## src/core/rt_integ_defines.vh

```
`ifndef RT_INTEG_DEFINES_VH
`define RT_INTEG_DEFINES_VH

// build size: number of measurement elements
`define ELEM_NUM 6
`define ELEM_IDX_W 3

// register byte offsets
`define REG_CTRL 6'h00
`define REG_CMD 6'h04
`define REG_TIMER 6'h08
`define REG_START_DATE 6'h0C
`define REG_START_TIME 6'h10
`define REG_STOP_DATE 6'h14
`define REG_STOP_TIME 6'h18
`define REG_STATUS 6'h1C
`define REG_MASK 6'h20
`define REG_STATE 6'h24
`define REG_ELAPSED 6'h28
`define REG_VALUE 6'h2C

// control register fields
`define CTRL_REPEAT 0
`define CTRL_INDEP 1
`define CTRL_ALL 2
`define CTRL_SEL_LSB 4
`define CTRL_SEL_MSB 6

// command register bits (write only, self clearing)
`define CMD_LAUNCH 0
`define CMD_STOP 1
`define CMD_RESET 2

// status / mask bits
`define ST_DONE 0
`define ST_RESTART 1
`define ST_DATE_ERR 2
`define ST_PARAM_ERR 3
`define ST_W 4

// h:m:s word layout, used by timer and elapsed time
`define HMS_SEC_LSB 0
`define HMS_MIN_LSB 6
`define HMS_HOUR_LSB 12
`define HMS_W 26

// date word {year[11:0], month[3:0], day[4:0]}, time word {hour, min, sec}
`define DATE_W 21
`define TIME_W 17

// limits
`define HOUR_MAX 14'h2710
`define ACC_W 24
`define ACC_LIMIT 24'h0F_423F

// reset values
`define RST_DATE 21'h0F_A221
`define RST_TIME 17'h0_0000
`define RST_TIMER 26'h000_0000

`endif

```

## src/core/rt_integ_sched.v

```verilog
// The implementer's own choices: the placing of the registers and the Avalon-MM interface to the registers.
`timescale 1ns/1ns
`include "rt_integ_defines.vh"

module rt_integ_sched (
   input wire core_clk,
   input wire rst,
   input wire [5:0] address,
   input wire read,
   input wire write,
   input wire [31:0] writedata,
   output reg [31:0] readdata,
   output reg waitrequest,
   input wire now_tick,
   input wire [`DATE_W-1:0] now_date,
   input wire [`TIME_W-1:0] now_time,
   input wire sample_valid,
   input wire [`ACC_W-1:0] sample_delta,
   output reg [`ELEM_NUM-1:0] running_q,
   output reg [`ELEM_NUM-1:0] held_q,
   output reg irq_q
);

   localparam N = `ELEM_NUM;
   localparam [3:0] S_IDLE = 4'b0001;
   localparam [3:0] S_ARMED = 4'b0010;
   localparam [3:0] S_RUN = 4'b0100;
   localparam [3:0] S_HELD = 4'b1000;

   // leap rule applied only when a launch evaluates the date
   function date_ok;
      input [`DATE_W-1:0] d;
      reg [11:0] y;
      reg [3:0] m;
      reg [4:0] dd;
      reg leap;
      reg [4:0] dmax;
      begin
         y = d[20:9];
         m = d[8:5];
         dd = d[4:0];
         leap = (y[1:0] == 2'b00) && ((y % 12'd100 != 12'd0) || (y % 12'd400 == 12'd0));
         case (m)
            4'd2: dmax = leap ? 5'd29 : 5'd28;
            4'd4, 4'd6, 4'd9, 4'd11: dmax = 5'd30;
            default: dmax = 5'd31;
         endcase
         date_ok = (m >= 4'd1) && (m <= 4'd12) && (dd >= 5'd1) && (dd <= dmax);
      end
   endfunction

   // one second step of an h:m:s counter
   function [`HMS_W-1:0] hms_inc;
      input [`HMS_W-1:0] t;
      reg [5:0] s;
      reg [5:0] mi;
      reg [13:0] h;
      begin
         s = t[5:0];
         mi = t[11:6];
         h = t[25:12];
         if (s == 6'd59) begin
            s = 6'd0;
            if (mi == 6'd59) begin
               mi = 6'd0;
               h = h + 14'd1;
            end else begin
               mi = mi + 6'd1;
            end
         end else begin
            s = s + 6'd1;
         end
         hms_inc = {h, mi, s};
      end
   endfunction

   // control and command decode
   reg [`CTRL_SEL_MSB:0] ctrl_q;
   reg [`ST_W-1:0] status_q;
   reg [`ST_W-1:0] mask_q;
   reg [`HMS_W-1:0] tmr_sh_q;
   reg [`DATE_W-1:0] sd_sh_q;
   reg [`TIME_W-1:0] st_sh_q;
   reg [`DATE_W-1:0] ed_sh_q;
   reg [`TIME_W-1:0] et_sh_q;
   reg [`HMS_W-1:0] tmr_arr [0:N-1];
   reg [`DATE_W-1:0] sd_arr [0:N-1];
   reg [`TIME_W-1:0] st_arr [0:N-1];
   reg [`DATE_W-1:0] ed_arr [0:N-1];
   reg [`TIME_W-1:0] et_arr [0:N-1];
   reg [`HMS_W-1:0] elap_arr [0:N-1];
   reg [`ACC_W-1:0] acc_arr [0:N-1];
   reg [N-1:0] done_ev;
   reg [N-1:0] rest_ev;

   wire wr_go = write && !waitrequest;
   wire req_new = (read || write) && waitrequest;
   // a one-element build has no per-element control at all
   wire indep = (N > 1) && ctrl_q[`CTRL_INDEP];
   wire all_sel = ctrl_q[`CTRL_ALL];
   wire [`ELEM_IDX_W-1:0] sel = ctrl_q[`CTRL_SEL_MSB:`CTRL_SEL_LSB];
   wire repeat_mode = ctrl_q[`CTRL_REPEAT];
   wire cmd_wr = wr_go && (address == `REG_CMD);
   wire launch = cmd_wr && writedata[`CMD_LAUNCH];
   wire stop_cmd = cmd_wr && writedata[`CMD_STOP];
   wire reset_cmd = cmd_wr && writedata[`CMD_RESET];

   // range checks on written values; bad writes are dropped
   wire [13:0] w_hour = writedata[25:12];
   wire hms_ok = (writedata[11:6] <= 6'd59) && (writedata[5:0] <= 6'd59);
   wire tmr_ok = hms_ok && ((w_hour < `HOUR_MAX) ||
                 ((w_hour == `HOUR_MAX) && (writedata[11:0] == 12'h000)));
   wire time_ok = (writedata[16:12] <= 5'd23) && hms_ok;
   // february up to 31 is stored as written; calendar check waits for launch
   wire wdate_ok = (writedata[8:5] >= 4'd1) && (writedata[8:5] <= 4'd12) &&
                   (writedata[4:0] >= 5'd1);
   wire is_tmr = wr_go && (address == `REG_TIMER);
   wire is_sd = wr_go && (address == `REG_START_DATE);
   wire is_st = wr_go && (address == `REG_START_TIME);
   wire is_ed = wr_go && (address == `REG_STOP_DATE);
   wire is_et = wr_go && (address == `REG_STOP_TIME);
   wire param_bad = (is_tmr && !tmr_ok) || ((is_st || is_et) && !time_ok) ||
                    ((is_sd || is_ed) && !wdate_ok);
   // shared copy follows element one, or any broadcast write
   wire sh_hit = !indep || all_sel || (sel == {`ELEM_IDX_W{1'b0}});

   // launch validation over every element's effective reservation
   reg launch_bad;
   integer k;
   always @* begin
      launch_bad = 1'b0;
      for (k = 0; k < N; k = k + 1) begin
         if (indep) begin
            if (!date_ok(sd_arr[k]) || !date_ok(ed_arr[k]))
               launch_bad = 1'b1;
         end else begin
            if (!date_ok(sd_sh_q) || !date_ok(ed_sh_q))
               launch_bad = 1'b1;
         end
      end
   end
   wire launch_ok = launch && !launch_bad;

   // bus handshake: one wait cycle, answer on the second
   always @(posedge core_clk) begin
      if (rst) begin
         waitrequest <= 1'b1;
      end else if (req_new) begin
         waitrequest <= 1'b0;
      end else begin
         waitrequest <= 1'b1;
      end
   end

   // control, mask and shared settings
   always @(posedge core_clk) begin
      if (rst) begin
         ctrl_q <= {(`CTRL_SEL_MSB+1){1'b0}};
         mask_q <= {`ST_W{1'b0}};
         tmr_sh_q <= `RST_TIMER;
         sd_sh_q <= `RST_DATE;
         st_sh_q <= `RST_TIME;
         ed_sh_q <= `RST_DATE;
         et_sh_q <= `RST_TIME;
      end else if (wr_go) begin
         if (address == `REG_CTRL)
            ctrl_q <= writedata[`CTRL_SEL_MSB:0];
         if (address == `REG_MASK)
            mask_q <= writedata[`ST_W-1:0];
         if (is_tmr && tmr_ok && sh_hit)
            tmr_sh_q <= writedata[`HMS_W-1:0];
         if (is_sd && wdate_ok && sh_hit)
            sd_sh_q <= writedata[`DATE_W-1:0];
         if (is_st && time_ok && sh_hit)
            st_sh_q <= writedata[`TIME_W-1:0];
         if (is_ed && wdate_ok && sh_hit)
            ed_sh_q <= writedata[`DATE_W-1:0];
         if (is_et && time_ok && sh_hit)
            et_sh_q <= writedata[`TIME_W-1:0];
      end
   end

   // sticky status: hardware set wins over a same-cycle write-one clear
   always @(posedge core_clk) begin
      if (rst) begin
         status_q <= {`ST_W{1'b0}};
      end else begin
         status_q <= (status_q & ~((wr_go && address == `REG_STATUS) ?
                      writedata[`ST_W-1:0] : {`ST_W{1'b0}}))
                     | {param_bad, launch && launch_bad, |rest_ev, |done_ev};
      end
   end

   // level interrupt from unmasked status
   always @(posedge core_clk) begin
      if (rst) begin
         irq_q <= 1'b0;
      end else begin
         irq_q <= |(status_q & mask_q);
      end
   end

   wire [`DATE_W+`TIME_W-1:0] now_stamp = {now_date, now_time};

   // per-element settings, run state, elapsed time and accumulation
   genvar e;
   generate
      for (e = 0; e < N; e = e + 1) begin : g_elem
         reg [3:0] state_q;
         // single-element control writes only element one when shared
         wire el_hit = indep ? (all_sel || ({{(32-`ELEM_IDX_W){1'b0}}, sel} == e)) :
                       (e == 0);
         wire [`HMS_W-1:0] tmr = indep ? tmr_arr[e] : tmr_sh_q;
         wire [`DATE_W+`TIME_W-1:0] t_start = indep ? {sd_arr[e], st_arr[e]} :
                                              {sd_sh_q, st_sh_q};
         wire [`DATE_W+`TIME_W-1:0] t_stop = indep ? {ed_arr[e], et_arr[e]} :
                                             {ed_sh_q, et_sh_q};
         wire [`HMS_W-1:0] el_next = hms_inc(elap_arr[e]);
         wire at_ceiling = (elap_arr[e] == {`HOUR_MAX, 12'h000});
         wire tmr_zero = (tmr == `RST_TIMER);
         wire tmr_hit = !tmr_zero && (el_next == tmr);
         wire [`ACC_W:0] acc_sum = {acc_arr[e][`ACC_W-1], acc_arr[e]} +
                                   {sample_delta[`ACC_W-1], sample_delta};
         wire hi_lim = !acc_sum[`ACC_W] && (acc_sum >= {1'b0, `ACC_LIMIT});
         wire lo_lim = acc_sum[`ACC_W] &&
                       (acc_sum <= (~{1'b0, `ACC_LIMIT} + {{`ACC_W{1'b0}}, 1'b1}));

         // settings for this element
         always @(posedge core_clk) begin
            if (rst) begin
               tmr_arr[e] <= `RST_TIMER;
               sd_arr[e] <= `RST_DATE;
               st_arr[e] <= `RST_TIME;
               ed_arr[e] <= `RST_DATE;
               et_arr[e] <= `RST_TIME;
            end else if (el_hit) begin
               if (is_tmr && tmr_ok)
                  tmr_arr[e] <= writedata[`HMS_W-1:0];
               if (is_sd && wdate_ok)
                  sd_arr[e] <= writedata[`DATE_W-1:0];
               if (is_st && time_ok)
                  st_arr[e] <= writedata[`TIME_W-1:0];
               if (is_ed && wdate_ok)
                  ed_arr[e] <= writedata[`DATE_W-1:0];
               if (is_et && time_ok)
                  et_arr[e] <= writedata[`TIME_W-1:0];
            end
         end

         // run control; held values only leave through the reset command
         always @(posedge core_clk) begin
            if (rst) begin
               state_q <= S_IDLE;
               elap_arr[e] <= `RST_TIMER;
               acc_arr[e] <= {`ACC_W{1'b0}};
               done_ev[e] <= 1'b0;
               rest_ev[e] <= 1'b0;
            end else begin
               done_ev[e] <= 1'b0;
               rest_ev[e] <= 1'b0;
               if (reset_cmd) begin
                  state_q <= S_IDLE;
                  elap_arr[e] <= `RST_TIMER;
                  acc_arr[e] <= {`ACC_W{1'b0}};
               end else begin
                  case (state_q)
                     S_IDLE: begin
                        if (launch_ok) begin
                           state_q <= S_ARMED;
                           elap_arr[e] <= `RST_TIMER;
                           acc_arr[e] <= {`ACC_W{1'b0}};
                        end
                     end
                     S_ARMED: begin
                        if (stop_cmd || now_stamp >= t_stop) begin
                           state_q <= S_HELD;
                           done_ev[e] <= 1'b1;
                        end else if (now_stamp >= t_start) begin
                           state_q <= S_RUN;
                        end
                     end
                     S_RUN: begin
                        if (stop_cmd || now_stamp >= t_stop) begin
                           state_q <= S_HELD;
                           done_ev[e] <= 1'b1;
                        end else begin
                           // limit check precedes the timer so an overrun never restarts
                           if (sample_valid) begin
                              if (hi_lim || lo_lim) begin
                                 acc_arr[e] <= hi_lim ? `ACC_LIMIT :
                                               (~`ACC_LIMIT + 24'h00_0001);
                                 state_q <= S_HELD;
                                 done_ev[e] <= 1'b1;
                              end else begin
                                 acc_arr[e] <= acc_sum[`ACC_W-1:0];
                              end
                           end
                           if (now_tick && !(sample_valid && (hi_lim || lo_lim))) begin
                              if (at_ceiling) begin
                                 state_q <= S_HELD;
                                 done_ev[e] <= 1'b1;
                              end else if (tmr_hit && repeat_mode) begin
                                 elap_arr[e] <= `RST_TIMER;
                                 acc_arr[e] <= {`ACC_W{1'b0}};
                                 rest_ev[e] <= 1'b1;
                              end else if (tmr_hit) begin
                                 elap_arr[e] <= el_next;
                                 state_q <= S_HELD;
                                 done_ev[e] <= 1'b1;
                              end else begin
                                 elap_arr[e] <= el_next;
                              end
                           end
                        end
                     end
                     S_HELD: begin
                        state_q <= S_HELD;
                     end
                     default: begin
                        state_q <= S_IDLE;
                     end
                  endcase
               end
            end
         end

         // state flags for the pins
         always @(posedge core_clk) begin
            if (rst) begin
               running_q[e] <= 1'b0;
               held_q[e] <= 1'b0;
            end else begin
               running_q[e] <= (state_q == S_RUN);
               held_q[e] <= (state_q == S_HELD);
            end
         end
      end
   endgenerate

   // readback of shared or selected element values
   reg [31:0] rd_mux;
   wire [`ELEM_IDX_W-1:0] rsel = indep ? sel : {`ELEM_IDX_W{1'b0}};
   always @* begin
      case (address)
         `REG_CTRL: rd_mux = {25'h000_0000, ctrl_q};
         `REG_TIMER: rd_mux = {6'h00, indep ? tmr_arr[rsel] : tmr_sh_q};
         `REG_START_DATE: rd_mux = {11'h000, indep ? sd_arr[rsel] : sd_sh_q};
         `REG_START_TIME: rd_mux = {15'h0000, indep ? st_arr[rsel] : st_sh_q};
         `REG_STOP_DATE: rd_mux = {11'h000, indep ? ed_arr[rsel] : ed_sh_q};
         `REG_STOP_TIME: rd_mux = {15'h0000, indep ? et_arr[rsel] : et_sh_q};
         `REG_STATUS: rd_mux = {28'h000_0000, status_q};
         `REG_MASK: rd_mux = {28'h000_0000, mask_q};
         `REG_STATE: rd_mux = {20'h0_0000, held_q, running_q};
         `REG_ELAPSED: rd_mux = {6'h00, elap_arr[rsel]};
         `REG_VALUE: rd_mux = {{8{acc_arr[rsel][`ACC_W-1]}}, acc_arr[rsel]};
         default: rd_mux = 32'h0000_0000;
      endcase
   end

   // read data captured in the wait cycle, stands at the answer edge
   always @(posedge core_clk) begin
      if (rst) begin
         readdata <= 32'h0000_0000;
      end else if (req_new && read) begin
         readdata <= rd_mux;
      end
   end

endmodule

```

## config.mk

```make
export PLATFORM = sky130hd
export DESIGN_NAME = rt_integ_sched
export DESIGN_NICKNAME = d
export VERILOG_FILES = /design/src/core/rt_integ_sched.v
export VERILOG_INCLUDE_DIRS = /design/src /design/src/core
export SDC_FILE = /design/constraint.sdc
export NUM_CORES = 2
export LEC_CHECK = 0
export ABC_AREA = 1
export BUFFER_PORTS_ARGS = -buffer_cell sky130_fd_sc_hd__buf_2
export CELL_PAD_IN_SITES_DETAIL_PLACEMENT = 1
export CELL_PAD_IN_SITES_GLOBAL_PLACEMENT = 1
export CORE_ASPECT_RATIO = 1.25
export CORE_UTILIZATION = 44
export DETAILED_ROUTE_END_ITERATION = 10
export HOLD_SLACK_MARGIN = 0.06
export PLACE_DENSITY = 0.88
export SLEW_MARGIN = 20
export SYNTH_ARGS = -nofsm -noshare
export SYNTH_HDL_FRONTEND = slang
export SYNTH_SLANG_ARGS = --single-unit
```

## constraint.sdc

```tcl
create_clock -name core_clk -period 6 [get_ports core_clk]
set_input_delay 0.6 -clock core_clk [delete_from_list [all_inputs] [get_ports core_clk]]
set_output_delay 0.6 -clock core_clk [all_outputs]
set_load 0.02 [all_outputs]
```

# Word level (Yosys, flattened, before mapping)
# Memories as Yosys holds them, arrays and structs flattened.
# Cells that the tools add are included.
totals:
  reg_bits: 199
  mem_bits_rw: 912
  inputBits: 106
  word_cells: 1404
  memories: 7
classes:
  n_addsub: 24
  n_div: 28
  order_cmp: 87
  n_eq_ne: 147
  muxes: 683
  n_bitwise: 94
  n_reduce_logical: 293
mem_list:
  columns: ["name", "words", "width", "rd", "rd_ports_with_merged_regs", "write_ports", "line", "rtl"]
  rows:
  - ["elap_arr", 6, 26, 7, 0, 6, "rt_integ_sched.v:91", "reg [`HMS_W-1:0] elap_arr [0:N-1];"]
  - ["tmr_arr", 6, 26, 7, 0, 6, "rt_integ_sched.v:86", "reg [`HMS_W-1:0] tmr_arr [0:N-1];"]
  - ["acc_arr", 6, 24, 7, 0, 6, "rt_integ_sched.v:92", "reg [`ACC_W-1:0] acc_arr [0:N-1];"]
  - ["ed_arr", 6, 21, 7, 0, 6, "rt_integ_sched.v:89", "reg [`DATE_W-1:0] ed_arr [0:N-1];"]
  - ["sd_arr", 6, 21, 7, 0, 6, "rt_integ_sched.v:87", "reg [`DATE_W-1:0] sd_arr [0:N-1];"]
  - ["et_arr", 6, 17, 7, 0, 6, "rt_integ_sched.v:90", "reg [`TIME_W-1:0] et_arr [0:N-1];"]
  - ["+1 memories", null, null, null, null, null, null, null]
ops:
  columns: ["operator", "count"]
  rows:
  - ["$mux 26", 43]
  - ["$mux 24", 36]
  - ["$ge 38x38->1", 12]
  - ["$mux 38", 12]
  - ["$mux 1", 436]
  - ["$pmux 32 s11", 1]
  - ["$mux 21", 14]
  - ["$mux 17", 14]
  - ["$mux 4", 56]
  - ["$logic_not 12->1", 15]
  - ["$mod 12x7->12 const B", 14]
  - ["$mod 12x9->12 const B", 14]
  - ["$mux 14", 12]
  - ["$reduce_bool 12->1", 14]
  - ["$eq 26x26->1", 6]
  - ["$eq 26x26->1 const B", 6]
  - ["$logic_not 26->1", 6]
  - ["$add 24x24->25", 6]
  - ["$ge 25x20->1 const B", 6]
  - ["$le 25x25->1 const B", 6]
  - ["$eq 4x3->1 const B", 34]
  - ["$eq 4x4->1 const B", 34]
  - ["$logic_and 1x1->1", 126]
  - ["$mux 6", 18]
  - ["39 further kinds", 415]

# Longest topological paths before layout
# An unclocked memory read counts as a cell.
depth:
  depth_word: 35
  ltp_mapped: 50
  mapped_depth_nobuf: 49

# Least setup slack after synthesis
# No wires, ideal clock.
synth_timing:
  path_type: "reg2reg"
  from: "reg ctrl_q[1]"
  to: "mem elap_arr[2][0] (netlist name) (enable)"
  setup_time_ns: 0.562
  arrival_time_ns: 5.418
  slack_ns: 0.020
  path_stages_with_launch: 24
  n_path_buf: 11
  period_less_slack_ns: 5.980
  cell_sequence: "dfxtp_1 -> buf_2 -> buf_2 -> buf_2 -> buf_2 -> buf_2 -> buf_1 -> clkbuf_1 -> clkbuf_1 -> clkbuf_1 -> clkbuf_1 -> a21oi_1 -> ha_1 -> nand2_1 -> or4_1 -> nor4_1 -> nand4_1 -> nand4_1 -> nor2_1 -> nand4_1 -> nor3_1 -> nand3_1 -> clkbuf_1 -> nand4_1"
synth_rtl:
  columns: ["element", "line", "rtl"]
  rows:
  - ["start: declaration", "rt_integ_sched.v:78", "reg [`CTRL_SEL_MSB:0] ctrl_q;"]
  - ["start signal: assignment", "rt_integ_sched.v:158", "ctrl_q <= {(`CTRL_SEL_MSB+1){1'b0}};"]
  - ["start signal: assignment", "rt_integ_sched.v:167", "ctrl_q <= writedata[`CTRL_SEL_MSB:0];"]
  - ["end: declaration", "rt_integ_sched.v:91", null]

==> impl_metrics.toml <==
[placement]
dp_cells = 15474
dp_hpwl_um = 360000
place.gp.congestion = 1.05
port_buffers = 145

[layout]
fin_util_pct = 51.3
layout-drive-gt1-share_pct = 14.1
fin_cells = 15837
layout.cells.most_common = "nand2_1"
layout_common_cells = "nand2_1 (2,134), nor2_1 (1,509), a21oi_1 (1,389), inv_1 (1,322), edfxtp_1 (912)"
fillers = 25667
finalNetCount = 13754
multi_input_area_um2 = 53800
layout.area.seq_um2 = 31300
areaGrowthSynthToFinish_pct = 16.0

[power_and_ir_drop]
total_power_mw = 21.1
p_leak_nw = 47.1
ir_drop_mv = 0.261
cellPowerDensity_nw_per_um2 = 200

[drt]
drt-total-wl_um = 481000
vias_per_cell = 6.40
drc = 0
drt_iter0_drc = 10650
first_pass_iters = 8
vias = 101412
wl_per_cell_um = 30.4
ant_nets = 0

[clock_tree]
ctsHoldBuffers = 0
path_clk_slew_ns = 0.07
clock_latency_ns = 0.86
numCtsBuffers = 131
clock_tree.root_cell = "clkbuf_16"
htreeDepth = 4
clock_sinks = 1106
cts_tree = "yes"
clockBufferDepth = 3

[job]
max_cap_viol_count = 0

[critical_path]
critical_path_class = "reg -> reg"
worstSetupEndpointType = "flip-flop"
critPathMaxFanout = 6
critical_path.top_delay_family = "simple AND/OR/NAND/NOR gates"
critPathSlowestCell = "edfxtp_1"
path_buf_inv = 9
critPathArrivalTime_ns = 6.94
start_kind = "flip-flop"
cp_data_required_time_ns = 6.56
ff2ff_setup_slack_ns = -0.38
slowest_delay_ns = 0.46
crit_path_frequent_cell = "nand2_2"

[sta]
finalHoldViolations = 0
fmax_ghz = 0.157
worst_slack_ns = -0.382
fin_tns_setup_ns = -91.49
worst_slew_pin_slew_ns = 1.40
rsz0062_at_grt = "true"
finalCriticalPeriod_ns = 6.38
setup_viol = 324
finalClockSkew_ns = 0.0379
maxSlewHeadroom_pct = 6.37
slew_viol_final = 0
finalCritPeriodShare_pct = 106

[logic_synthesis]
ys_ff_latch = 1106
synthArstFlopShare_pct = 0
synth_edf_count = 912
avgSynthCellArea_um2 = 7.33
synth_cell_type_count = 90
synthCells = 12414
syn_area_um2 = 90900
yosysSeqAreaShare_pct = 34.4
yosysWarnings = 0
synth_nets = 13190
ys.flop_type = "edfxtp_1"

[floorplanning]
core-area_um2 = 205000
dieArea_um2 = 209000
die_y_um = 510
row_count = 186
fp.dieW_um = 409
start_util_pct = 44.3
io_pins = 152

[grt]
met1_usage_pct = 48.3
use_met2_pct = 70.4
grt_pass1_wl_um = 682000
grt_max_degree = 112
top_usage_layer = "met2"
grt_pass1_vias = 102714
gr-total-overflow = 0
groute.usage.overall_pct = 44.3
antenna_found_initial = 36
use_met3_pct = 11.9

[outcome]
violations = "setup timing"
status = "finished with violations"

[worst_hold_path]
hp-class = "in -> reg"
[state kept, by name (all words and copies together), names as in the netlist]
register,cells
status_q,4
ed_arr,126
et_arr,102
tmr_arr,156
mask_q,4
running_q,6
held_q,6
sd_sh_q,21
ctrl_q,7
acc_arr,144
g_elem.state_q,24
ed_sh_q,21
readdata,27
irq_q,1
done_ev,6
waitrequest,1
st_sh_q,17
et_sh_q,17
tmr_sh_q,26
st_arr,102
elap_arr,156
rest_ev,6
sd_arr,126
[worst paths after layout]
kind | from | endpoint | cells after the start
worst max-delay path | sd_arr[5][19] | acc_arr[2][11] | 42
worst min-delay path | read | waitrequest | 4
worst max register to register | sd_arr[5][19] | acc_arr[2][11] | 42
worst min register to register | readdata[13] | readdata[13] | 2
[layout make-up]
class,count,share of cell area [%]
clock inverter,60,0.580
tap,2726,3.23
clock buffer,182,3.51
multi-input combinational,9408,51.0
timing repair buffer,881,6.79
antenna,24,0.0569
sequential,1106,29.7
inverter,1450,5.21
[per-stage QoR]
stage	hold WS, ns	setup WS [ns]	cell area [µm²]
after global placement	0.451	-0.534	98600
after CTS	0.0981	-0.262	104000
after detailed placement	0.455	-0.641	98700
after floorplan	0.440	0.0198	90900
after global routing	0.162	-0.650	105000
final	0.110	-0.382	105000
[repair_timing]
item                                    CTS  global route
buffers inserted                         36            42
endpoints found under the setup margin  330           342
gates cloned                             10            18
resized for setup                       144           198
pin swaps                                54           104
[cell usage after synthesis, drive strengths merged (44+ instances only)]
master / count / area [µm²]
nand4: 362 / 2380
nor2: 1583 / 6150
o22ai: 131 / 820
inv: 1428 / 5370
clkbuf: 378 / 1420
o21ai: 873 / 4390
o211ai: 52 / 400
ha: 664 / 8310
nand2: 2449 / 9970
o21a: 44 / 330
xor2: 260 / 2280
buf: 72 / 358
dfxtp: 194 / 3880
nand3: 686 / 3760
nor4: 137 / 885
nor3: 199 / 1040
xnor2: 75 / 683
edfxtp: 912 / 27400
a21oi: 1426 / 7210
[per-layer routing]
metal | part of all wire [%] | vias to the layer above
li1 | - | 43998
met1 | 34 | 49470
met2 | 44 | 5800
met3 | 10 | 2104
met4 | 11 | 40
met5 | 0.056 | -
[tightest hold or removal path: stages]
cell	delay, ns
buf_2	0.09
o21ai_0	0.07
inv_1	0.08
nand2_1	0.05
[where the power goes]
| part | internal, mW | total, mW | switching [mW] |
|---|---|---|---|
| clock network | 4.73 | 8.47 | 3.74 |
| registers | 8.48 | 8.68 | 0.194 |
| logic | 1.26 | 3.97 | 2.71 |
[kinds of logic (layout without fill, tap and decap cells)]
group	count (synthesis)	after routing	share of synthesized area [%]
and+or+nand+nor	5519	5519	27.4
other	0	24	0
AOI/OAI and AO/OA	2884	2884	17.7
buffers and inverters	1900	2573	7.94
DFF	1106	1106	34.4
adders and majority gates	670	670	9.27
xor gates and xnor gates	335	335	3.26
Power figures use the tool's default switching activity.
